<file path="src/core/hss_pkg.sv">
// package for the hitless switch sequencer: timing constants and states
// assumes a 10 MHz sequencer clock mclk
package hss_pkg;
	localparam int  CLK_PERIOD_NS     = 100;
	localparam int  RESUME_TIME_NS    = 175;
	// longest time rounds down, but never below one cycle
	localparam int  RESUME_CYCLES_RAW = RESUME_TIME_NS / CLK_PERIOD_NS;
	localparam int  RESUME_CYCLES     = (RESUME_CYCLES_RAW < 1) ? 1 :
		RESUME_CYCLES_RAW;
	localparam int  ALIGN_COUNT       = 8;
	localparam int  ALIGN_WINDOW_NS   = 2;
	localparam int  LOSS_TRANSIENT_NS = 4;
	localparam logic [7:0] STEP_RST   = 8'h00;
	localparam logic RES_WIDE         = 1'b0;
	localparam logic RES_NARROW       = 1'b1;

	typedef enum logic [2:0] {
		HSS_IDLE,
		HSS_ARMED,
		HSS_HOLD,
		HSS_BUILDOUT,
		HSS_RELOCK,
		HSS_RESUME
	} hss_state_t;
endpackage

</file>
<file path="src/core/hss_run_if.sv">
// interface carrying a run-length count request between sequencer modules
// assumes one clock domain, driven by mclk
`timescale 1ns/1ps
`default_nettype none
interface hss_run_if #(parameter int W = 8);
	logic         clear;
	logic         hit;
	logic [W-1:0] limit;
	logic         done;
	modport owner (output clear, output hit, output limit, input done);
	modport counter (input clear, input hit, input limit, output done);
endinterface
`default_nettype wire

</file>
<file path="src/core/hitless_switch_sequencer.sv">
// hitless switch and phase build-out sequencer for the clock PLL
// assumes lock, alignment and phase-error inputs synchronous to mclk
//
// Summary of operation
// - arm only once the PLL reports lock on the current reference.
// - while armed, a 4 ns phase error or a reference failure starts the switching sequence.
// - in automatic mode the sequence runs with alternate reference reselect.
// - in manual mode the sequence runs but the reference is kept.
// - first step disables phase detector and selects 2100k narrow resistor.
// - with build-out fitted, shift feedback by whole oscillator cycles.
// - after build-out, re-enable the phase detector to reacquire lock.
// - start resume timer after eight consecutive cycles within 2 ns.
// - resume timer expires after 175 ns rounded down to whole mclk cycles, so one 100 ns cycle.
// - on expiry return the resistor to the bandwidth select level (100k wide when select is low) and re-arm.
// - bandwidth select low means wide 100k, high means narrow 2100k.
// - the function exists only when the build-time option enables it.
// - loss-of-lock fires on a 4 ns phase transient.
// - at most one automatic reselection per arming; mode low-high re-arms.
`timescale 1ns/1ps
`default_nettype none
module hitless_switch_sequencer #(
	parameter bit HS_FITTED  = 1'b1,
	parameter bit PBO_FITTED = 1'b1,
	parameter int SHIFT_W    = 4,
	parameter int RESUME_CYC = hss_pkg::RESUME_CYCLES,
	parameter int ALIGN_CYC  = hss_pkg::ALIGN_COUNT
) (
	input  wire logic               mclk,
	input  wire logic               rst_n,
	input  wire logic               pll_locked,
	input  wire logic               phase_err_4ns,
	input  wire logic               phase_within_2ns,
	input  wire logic               auto_mode,
	input  wire logic               narrow_bandwidth_select_in,
	input  wire logic [SHIFT_W-1:0] best_edge_shift,
	input  wire logic               ref_fail_in,
	output logic                    lock_lost_flag,
	output logic                    phase_det_enable,
	output logic                    loop_res_narrow,
	output logic                    ref_select,
	output logic                    reselect_pulse,
	output logic [SHIFT_W-1:0]      feedback_shift,
	output logic                    feedback_shift_load,
	output logic                    hitless_switch_function,
	output logic                    phase_buildout_function,
	output logic                    sequence_busy
);
	localparam int CW = 8;

	hss_pkg::hss_state_t state;
	hss_pkg::hss_state_t next_state;
	logic          hs_narrow;
	logic          auto_d;
	logic          auto_armed;
	logic [CW-1:0] timer;
	logic [CW-1:0] next_timer;

	hss_run_if #(.W(CW)) run ();

	// alignment run counter: eight in a row within the window
	hss_run_counter #(.W(CW)) u_align (
		.mclk  (mclk),
		.rst_n (rst_n),
		.run   (run)
	);

	wire loss_event  = phase_err_4ns || ref_fail_in;
	wire armed       = (state == hss_pkg::HSS_ARMED);
	wire trigger     = HS_FITTED && armed && loss_event;
	wire auto_rise   = auto_mode && !auto_d;
	wire do_reselect = trigger && auto_mode && auto_armed;
	wire timer_done  = (timer == CW'(RESUME_CYC));
	wire next_narrow = (next_state == hss_pkg::HSS_HOLD) ||
		(next_state == hss_pkg::HSS_BUILDOUT) ||
		(next_state == hss_pkg::HSS_RELOCK) ||
		(next_state == hss_pkg::HSS_RESUME);
	wire next_pd_off = (next_state == hss_pkg::HSS_HOLD) ||
		(next_state == hss_pkg::HSS_BUILDOUT);

	assign run.clear = (state != hss_pkg::HSS_RELOCK);
	assign run.hit   = phase_within_2ns;
	assign run.limit = CW'(ALIGN_CYC);

	// sequence steps
	always_comb begin
		next_state = state;
		case (state)
		hss_pkg::HSS_IDLE: begin
			if (HS_FITTED && pll_locked) begin
				next_state = hss_pkg::HSS_ARMED;
			end
		end
		hss_pkg::HSS_ARMED: begin
			if (trigger) begin
				next_state = hss_pkg::HSS_HOLD;
			end
		end
		hss_pkg::HSS_HOLD: begin
			next_state = PBO_FITTED ? hss_pkg::HSS_BUILDOUT :
				hss_pkg::HSS_RELOCK;
		end
		hss_pkg::HSS_BUILDOUT: begin
			next_state = hss_pkg::HSS_RELOCK;
		end
		hss_pkg::HSS_RELOCK: begin
			if (run.done) begin
				next_state = hss_pkg::HSS_RESUME;
			end
		end
		hss_pkg::HSS_RESUME: begin
			if (timer_done) begin
				next_state = hss_pkg::HSS_ARMED;
			end
		end
		default: next_state = hss_pkg::HSS_IDLE;
		endcase
	end

	// resume timer counts only in the resume step
	assign next_timer = (state == hss_pkg::HSS_RESUME && !timer_done) ?
		timer + CW'(1) : '0;

	// state, timer and reselection bookkeeping
	always_ff @(posedge mclk) begin
		if (!rst_n) begin
			state      <= hss_pkg::HSS_IDLE;
			timer      <= '0;
			auto_d     <= 1'b0;
			auto_armed <= 1'b0;
		end else begin
			state  <= next_state;
			timer  <= next_timer;
			auto_d <= auto_mode;
			if (!auto_mode) begin
				auto_armed <= 1'b0;
			end else if (auto_rise) begin
				auto_armed <= 1'b1;
			end else if (do_reselect) begin
				auto_armed <= 1'b0;
			end
		end
	end

	// registered outputs toward the analog loop
	always_ff @(posedge mclk) begin
		if (!rst_n) begin
			hs_narrow           <= 1'b0;
			loop_res_narrow     <= hss_pkg::RES_WIDE;
			phase_det_enable    <= 1'b1;
			ref_select          <= 1'b0;
			reselect_pulse      <= 1'b0;
			feedback_shift      <= '0;
			feedback_shift_load <= 1'b0;
			lock_lost_flag      <= 1'b0;
			sequence_busy       <= 1'b0;
		end else begin
			hs_narrow        <= next_narrow;
			loop_res_narrow  <= next_narrow ||
				narrow_bandwidth_select_in;
			phase_det_enable <= !next_pd_off;
			reselect_pulse   <= do_reselect;
			if (do_reselect) begin
				ref_select <= !ref_select;
			end
			feedback_shift_load <= PBO_FITTED &&
				(state == hss_pkg::HSS_HOLD);
			if (PBO_FITTED && state == hss_pkg::HSS_HOLD) begin
				feedback_shift <= best_edge_shift;
			end
			lock_lost_flag <= loss_event || !pll_locked;
			sequence_busy  <= !(next_state == hss_pkg::HSS_ARMED ||
				next_state == hss_pkg::HSS_IDLE);
		end
	end

	// build option straps shown as constant levels
	always_ff @(posedge mclk) begin
		if (!rst_n) begin
			hitless_switch_function <= 1'b0;
			phase_buildout_function <= 1'b0;
		end else begin
			hitless_switch_function <= HS_FITTED;
			phase_buildout_function <= HS_FITTED && PBO_FITTED;
		end
	end
endmodule
`default_nettype wire

</file>
<file path="src/core/hss_run_counter.sv">
// consecutive-event counter: done once hit has been seen limit times in a row
// assumes synchronous reset and a single clock
`timescale 1ns/1ps
`default_nettype none
module hss_run_counter #(
	parameter int W = 8
) (
	input  wire logic   mclk,
	input  wire logic   rst_n,
	hss_run_if.counter  run
);
	logic [W-1:0] count;
	logic [W-1:0] next_count;

	// any miss restarts the run; the count saturates at the limit
	assign next_count = (run.clear || !run.hit) ? '0 :
		(count == run.limit) ? count : count + W'(1);
	assign run.done   = (count == run.limit);

	// run length register
	always_ff @(posedge mclk) begin
		if (!rst_n) begin
			count <= '0;
		end else begin
			count <= next_count;
		end
	end
endmodule
`default_nettype wire

</file>
<file path="config.mk">
export PLATFORM = sky130hd
export DESIGN_NAME = hitless_switch_sequencer
export DESIGN_NICKNAME = d
export VERILOG_FILES = /design/src/core/hss_pkg.sv /design/src/core/hss_run_if.sv /design/src/core/hitless_switch_sequencer.sv /design/src/core/hss_run_counter.sv
export SDC_FILE = /design/constraint.sdc
export NUM_CORES = 1
export LEC_CHECK = 0
export ABC_AREA = 1
export BUFFER_PORTS_ARGS = -buffer_cell sky130_fd_sc_hd__buf_2
export CORE_MARGIN = 3
export CORE_UTILIZATION = 48
export CTS_BUF_LIST = sky130_fd_sc_hd__clkbuf_2
export CTS_CLUSTER_SIZE = 10
export DETAILED_ROUTE_END_ITERATION = 6
export PLACE_DENSITY = 0.79
export RECOVER_POWER = 100
export SLEW_MARGIN = 20
export SYNTH_ARGS = -nofsm -noshare
export SYNTH_HDL_FRONTEND = slang
export SYNTH_HIERARCHICAL = 1
export SYNTH_SLANG_ARGS = --single-unit
export TNS_END_PERCENT = 30
</file>
<file path="constraint.sdc">
create_clock -name mclk -period 1.4 [get_ports mclk]
set_input_delay 0.28 -clock mclk [delete_from_list [all_inputs] [get_ports mclk]]
set_output_delay 0.28 -clock mclk [all_outputs]
set_load 0.01 [all_outputs]
</file>
### Word level (Yosys, flattened, before mapping)

Cells that the tools add are included.

* output and inout bits: 13
* word-level logic and storage cells: 64
* input bits: 12
* flip-flop bits (word level): 33

* reduce and logical (&&, ||, !) cells: 26
* mux-type cells: 8
* eq/ne operators: 13
* bitwise operators: 1
* add/subtract/negate cells: 2

Operators by type and width (count)
* 3-bit case mux with 6 select lines: 1
* 8-bit by 1-bit adder with 8-bit output (second input constant): 2
* 3-bit by 2-bit equality test with 1-bit output (second input constant): 4
* 3-bit equality test (second input constant): 4
* 3-bit 2-to-1 mux: 4
* 8-bit by 1-bit equality test with 1-bit output (second input constant): 1
* 8-bit by 4-bit equality test with 1-bit output (second input constant): 1
* 1-bit logical OR: 8
* 1-bit logical NOT: 7
* 3-bit by 1-bit equality test with 1-bit output (second input constant): 2
* 3-bit logical NOT: 2
* 1-bit logical AND: 5
* 2-bit AND reduction: 2
* 1-bit 2-to-1 mux: 3
* 3-bit inequality test (second input constant): 1
* 2-bit nonzero test: 1
* 2-bit OR reduction: 1
* 1-bit inverter: 1

### Depth between registers and ports, before layout

* depth after elaboration: 9
* gate-level depth with buffers: 11
* gate-level depth less buffers: 11

### Modules after synthesis

Netlist, hierarchy kept.

Modules (own cells, without submodules)
* hitless_switch_sequencer: times used 1, sequential area each 500.5 um2, cells an instance 127, area an instance 992.2 um2
* hss_run_counter: times used 1, sequential area each 160.2 um2, cells an instance 121, area an instance 646.9 um2

### Least setup slack after synthesis

No wires, ideal clock.

* path kind: register -> register
* start: register u_align.count[5]
* end: register state[0]
* path slack: 0.184 ns
* path buffers: 0
* period minus slack after synthesis: 1.216 ns
* setup time: 0.117 ns
* data required time: 1.283 ns
* cell stages (with the launch flop): 12
* arrival time: 1.099 ns
* path through: dfxtp_1 > inv_1 > nand2_1 > nand2_1 > nand2_1 > inv_1 > nand2_1 > nor2_4 > inv_1 > nor2_1 > nor3_1 > nor2_1

* longest elaborated chain between the ends: 3

RTL lines
* from (decl): RTL line hss_run_counter.sv:12 `logic [W-1:0] count;`
* from (signal assigned): RTL line hss_run_counter.sv:25 `count <= next_count;`
* 8-bit by 4-bit equality test with 1-bit output: RTL line hss_run_counter.sv:18 `assign run.done = (count == run.limit);`
* net run.done: RTL line hss_run_if.sv:9 `logic done;`
* 3-bit 2-to-1 mux: RTL line hitless_switch_sequencer.sv:106 `if (run.done) begin`
* 3-bit case mux with 6 select lines: RTL line hitless_switch_sequencer.sv:87 `case (state)`
* to (signal assigned): RTL line hitless_switch_sequencer.sv:126 `state <= hss_pkg::HSS_IDLE;`
* to (signal assigned): RTL line hitless_switch_sequencer.sv:131 `state <= next_state;`
* to (decl): RTL line hitless_switch_sequencer.sv:50 `hss_pkg::hss_state_t state;`

The timed path passes the listed nets, and every way through them passes these cells.
A chain may end at the register's enable or synchronous reset.

### Worst setup path in the final report

* start: register u_align.count[1]
* end: register u_align.count[6]

* longest elaborated chain between the ends: 1
* elaborated cells on any way between the ends: 2
* classes of those cells: add/sub (1); eq/ne (1)

RTL lines
* 8-bit by 1-bit adder with 8-bit output or 8-bit by 4-bit equality test with 1-bit output (tied branches): RTL line hss_run_counter.sv:17 `(count == run.limit) ? count : count + W'(1);`

Parallel ways exist; a longest one is shown, timed or not.

==> impl_results.html <==
<table>
<tr><th>Metric</th><th>Value</th></tr>
<tr><th colspan="2">Pwr</th></tr>
<tr><td>Sequential power share</td><td>61.4%</td></tr>
<tr><td>Part of the power in combinational logic</td><td>10.5%</td></tr>
<tr><td>Net switching component of the power</td><td>466 uW</td></tr>
<tr><td>Power, Total</td><td>1620 uW</td></tr>
<tr><td>Leakage component of the power</td><td>0.000860 uW</td></tr>
<tr><td>Proportion of total power due to net switching</td><td>28.8%</td></tr>
<tr><td>Internal Dissipation</td><td>1150 uW</td></tr>
<tr><td>Maximum resistive drop on vdd</td><td>0.000699 V</td></tr>
<tr><td>PD cells</td><td>837 nW/um^2</td></tr>
<tr><td>Fraction of power consumed by the clock network</td><td>28.1%</td></tr>
<tr><th colspan="2">Route</th></tr>
<tr><td>Number of vias per cell</td><td>4.37</td></tr>
<tr><td>Number of nets with antenna violations after routing</td><td>0</td></tr>
<tr><td>Total via count after detailed routing</td><td>1503</td></tr>
<tr><td>Final WL</td><td>3.01 mm</td></tr>
<tr><td>Routed len/inst</td><td>8.74 um</td></tr>
<tr><td>Remaining DRCs</td><td>0</td></tr>
<tr><td>Number of iterations in the first detailed-routing pass</td><td>7</td></tr>
<tr><td>Number of violations reported at the end of detailed-routing iteration 0</td><td>43</td></tr>
<tr><th colspan="2">Timing</th></tr>
<tr><td>Min Tclk post-route</td><td>1270 ps</td></tr>
<tr><td>Hold Violations, Final</td><td>0</td></tr>
<tr><td>Count of pins over their slew limit</td><td>0</td></tr>
<tr><td>Period Utilization, post-route</td><td>90.9%</td></tr>
<tr><td>Count of final setup violators</td><td>0</td></tr>
<tr><td>Worst slew margin relative to its limit</td><td>64.9%</td></tr>
<tr><td>Setup TNS</td><td>0 ps</td></tr>
<tr><td>Max Freq</td><td>786 MHz</td></tr>
<tr><td>Slew at the pin with the worst max-slew slack</td><td>527 ps</td></tr>
<tr><td>Clock Skew</td><td>13.7 ps</td></tr>
<tr><th colspan="2">Synth</th></tr>
<tr><td>Number of different library cells in the post-synthesis netlist</td><td>22</td></tr>
<tr><td>Summed instance area of the synthesized netlist</td><td>1640 sq um</td></tr>
<tr><td>Top cells by area, synth</td><td>dfxtp_1 (40%), nand2_1 (17%), inv_1 (9.2%)</td></tr>
<tr><td>Synthesis-stage register bit count</td><td>33</td></tr>
<tr><td>Mapped Cells</td><td>248</td></tr>
<tr><td>Part of the Yosys area used for sequential elements</td><td>40.3%</td></tr>
<tr><td>Share of the synthesized area in the top cell type</td><td>40.3%</td></tr>
<tr><td>Warning count from the yosys run</td><td>6</td></tr>
<tr><td>Post-Synthesis Mean Instance Area</td><td>6.61 sq um</td></tr>
<tr><td>Cell accounting for the most synthesized area</td><td>dfxtp_1</td></tr>
<tr><th colspan="2">CTS</th></tr>
<tr><td>Clk_lat worst skew</td><td>370 ps</td></tr>
<tr><td>Clock slew seen by the registers of the worst setup and hold paths</td><td>180 ps</td></tr>
<tr><td>Number of sinks handled by clock tree synthesis</td><td>33</td></tr>
<tr><td>Cell chosen for the clock root</td><td>clkbuf_2</td></tr>
<tr><td>Hold-fix buffers at CTS</td><td>0</td></tr>
<tr><td>H-tree levels</td><td>2</td></tr>
<tr><td>CTS tree</td><td>yes</td></tr>
<tr><td>Number of buffers added by the clock tree synthesis step</td><td>5</td></tr>
<tr><td>Buffer levels on the longest clock path</td><td>2</td></tr>
<tr><th colspan="2">Cells and area</th></tr>
<tr><td>Most frequent cells in the layout</td><td>nand2_1 (73), inv_1 (39), nor2_1 (36)</td></tr>
<tr><td>Final cell count without fillers</td><td>344</td></tr>
<tr><td>Net total in the final layout</td><td>314</td></tr>
<tr><td>Fraction of layout instances using a drive strength above 1</td><td>12.3%</td></tr>
<tr><td>Synthesis-to-finish area growth</td><td>17.8%</td></tr>
<tr><td>Utilization after layout</td><td>61.2%</td></tr>
<tr><td>Most common cell after layout, fill and taps aside</td><td>nand2_1</td></tr>
<tr><td>Number of diodes</td><td>0</td></tr>
<tr><td>Final design instance area without fill</td><td>1930 sq um</td></tr>
<tr><th colspan="2">Critical path</th></tr>
<tr><td>Data required time at the worst endpoint</td><td>1700 ps</td></tr>
<tr><td>Data arrival time of the critical path</td><td>1570 ps</td></tr>
<tr><td>Startpoint Class</td><td>flip-flop</td></tr>
<tr><td>Critical path buffers and inverters</td><td>0</td></tr>
<tr><td>Max incr delay on CP</td><td>410 ps</td></tr>
<tr><td>Crit path capture type</td><td>flip-flop</td></tr>
<tr><td>Ordered list of cells on the worst path</td><td>ha_1 -&gt; nand2_1 -&gt; nor2_1 -&gt; nand3_1 -&gt; nand2_1 -&gt; nand2_1 -&gt; nor2_1 -&gt; nor2_1</td></tr>
<tr><td>Highest net fanout along the worst path</td><td>4</td></tr>
<tr><td>Category of cells accounting for the largest share of critical-path delay</td><td>simple AND/OR/NAND/NOR gates</td></tr>
<tr><td>Worst Path Class, Setup</td><td>flip-flop to flip-flop</td></tr>
<tr><td>Library cell contributing the largest single delay on the critical path</td><td>dfxtp_1</td></tr>
<tr><th colspan="2">Global routing</th></tr>
<tr><td>Most used routing layer</td><td>met2</td></tr>
<tr><td>Aggregate global routing overflow</td><td>0</td></tr>
<tr><td>Global-route met2 utilization</td><td>27.4%</td></tr>
<tr><td>Met3 capacity usage during global routing</td><td>6.24%</td></tr>
<tr><td>Met1 Track Usage GR</td><td>20.2%</td></tr>
<tr><td>First-pass GRT wire length</td><td>5.57 mm</td></tr>
<tr><td>Antenna violations before repair</td><td>0</td></tr>
<tr><td>Global-route total usage across every layer</td><td>17.2%</td></tr>
<tr><td>Maximum number of pins on one net before global-route repair</td><td>13</td></tr>
<tr><td>Number of global-route vias before repair</td><td>1370</td></tr>
<tr><th colspan="2">Floorplan</th></tr>
<tr><td>Initial standard-cell utilization of the core</td><td>52.0%</td></tr>
<tr><td>Area of the core region</td><td>3150 sq um</td></tr>
<tr><td>Die ar.</td><td>4150 sq um</td></tr>
<tr><td>Number of I/O pins</td><td>25</td></tr>
<tr><td>Horizontal die dimension</td><td>64.4 um</td></tr>
<tr><td>Placement Rows</td><td>20</td></tr>
<tr><td>Floorplan die height</td><td>64.4 um</td></tr>
<tr><th colspan="2">Run</th></tr>
<tr><td>Maxcap violations</td><td>0</td></tr>
<tr><th colspan="2">Hold path</th></tr>
<tr><td>Hold WC Path Type</td><td>primary input to flip-flop</td></tr>
<tr><th colspan="2">Place</th></tr>
<tr><td>Port Buffer Count</td><td>24</td></tr>
<tr><td>Global placement routability congestion</td><td>0.777</td></tr>
<tr><td>Placed Instances</td><td>334</td></tr>
<tr><td>Placed Area</td><td>1890 sq um</td></tr>
<tr><td>Detailed placement HPWL</td><td>2.25 mm</td></tr>
<tr><th colspan="2">Outcome</th></tr>
<tr><td>Run status</td><td>finished, final reports clean</td></tr>
</table>
worst register-to-register path, delay by kind of cell, from the launching register on:
family | cells | cell delay, ps
adder cells (fa/ha/maj) | 1 | 190
flip-flops | 1 | 410
AND/OR/NAND/NOR | 7 | 620
cell usage after synthesis:
cell type and n:
a21oi_1 9, nor3_1 2, o21ai_0 7, nand3_4 1, nand2_1 73, ha_1 3
nand3_2 1, buf_2 1, conb_1 2, dfxtp_1 33, xnor2_1 1, nand4_1 4
or2_2 1, nor2_4 1, nand3_1 19, buf_4 1, xor2_1 6, nor2_1 35
nor2_2 5, nor3_2 1, inv_2 2, inv_1 40
registers in the layout, indices dropped and copies added (netlist names), 3 cells and up:
signal	flops
feedback_shift	4
state	3
u_align/count	8
timer	8
per-layer routing:
metal	vias to the layer above	routed length [um]
li1	837	-
met1	630	1420
met2	30	1370
met3	6	162
met4	0	56
met5	-	0
through the flow:
step	worst slack [ps]	hold slack [ps]
2_1_floorplan	184	308
3_3_place_gp	80.2	402
3_5_place_dp	69.6	404
4_1_cts	35.3	59.8
5_1_grt	-6.27	53.0
6_report	127	92.9
path summary, 6_finish.rpt:
kind	startpoint	end	slack, ps	depth (start not counted)
setup / recovery	u_align/count[1]	u_align/count[6]	130	8
hold / removal	pll_locked	lock_lost_flag	90	2
setup reg to reg	u_align/count[1]	u_align/count[6]	130	8
hold reg to reg	auto_d	auto_armed	430	1
power by group through the flow:
stage	sequential (uW)	clock (uW)	combinational, uW
2_1_floorplan	1030	0	104
3_3_place_gp	1010	0	174
3_5_place_dp	1010	0	177
4_1_cts	994	482	178
5_1_grt	998	519	202
6_report	993	455	169
logic make-up after synthesis:
logic type | share of synthesized area (%)
simple gates | 37.9
buf+inv | 10.4
flops | 40.3
compound gates | 4.89
xor+xnor | 3.74
fa+ha+maj | 2.29
other cells | 0.458
final cells by class:
cell class	instances	area, sq um
fill	329	1220
multi-input combinational	187	861
sequential	33	667
inverter	42	158
timing repair buffer	30	148
tap	44	55.1
clock buffer	5	25.0
clock inverter	3	17.5
repair_timing:
action / 4_1_cts / 5_1_grt
buffers inserted: 0 / 2
gates resized for setup: 0 / 6
endpoints found under the setup margin: 0 / 12
No activity file was read; power rests on OpenSTA's default activity.
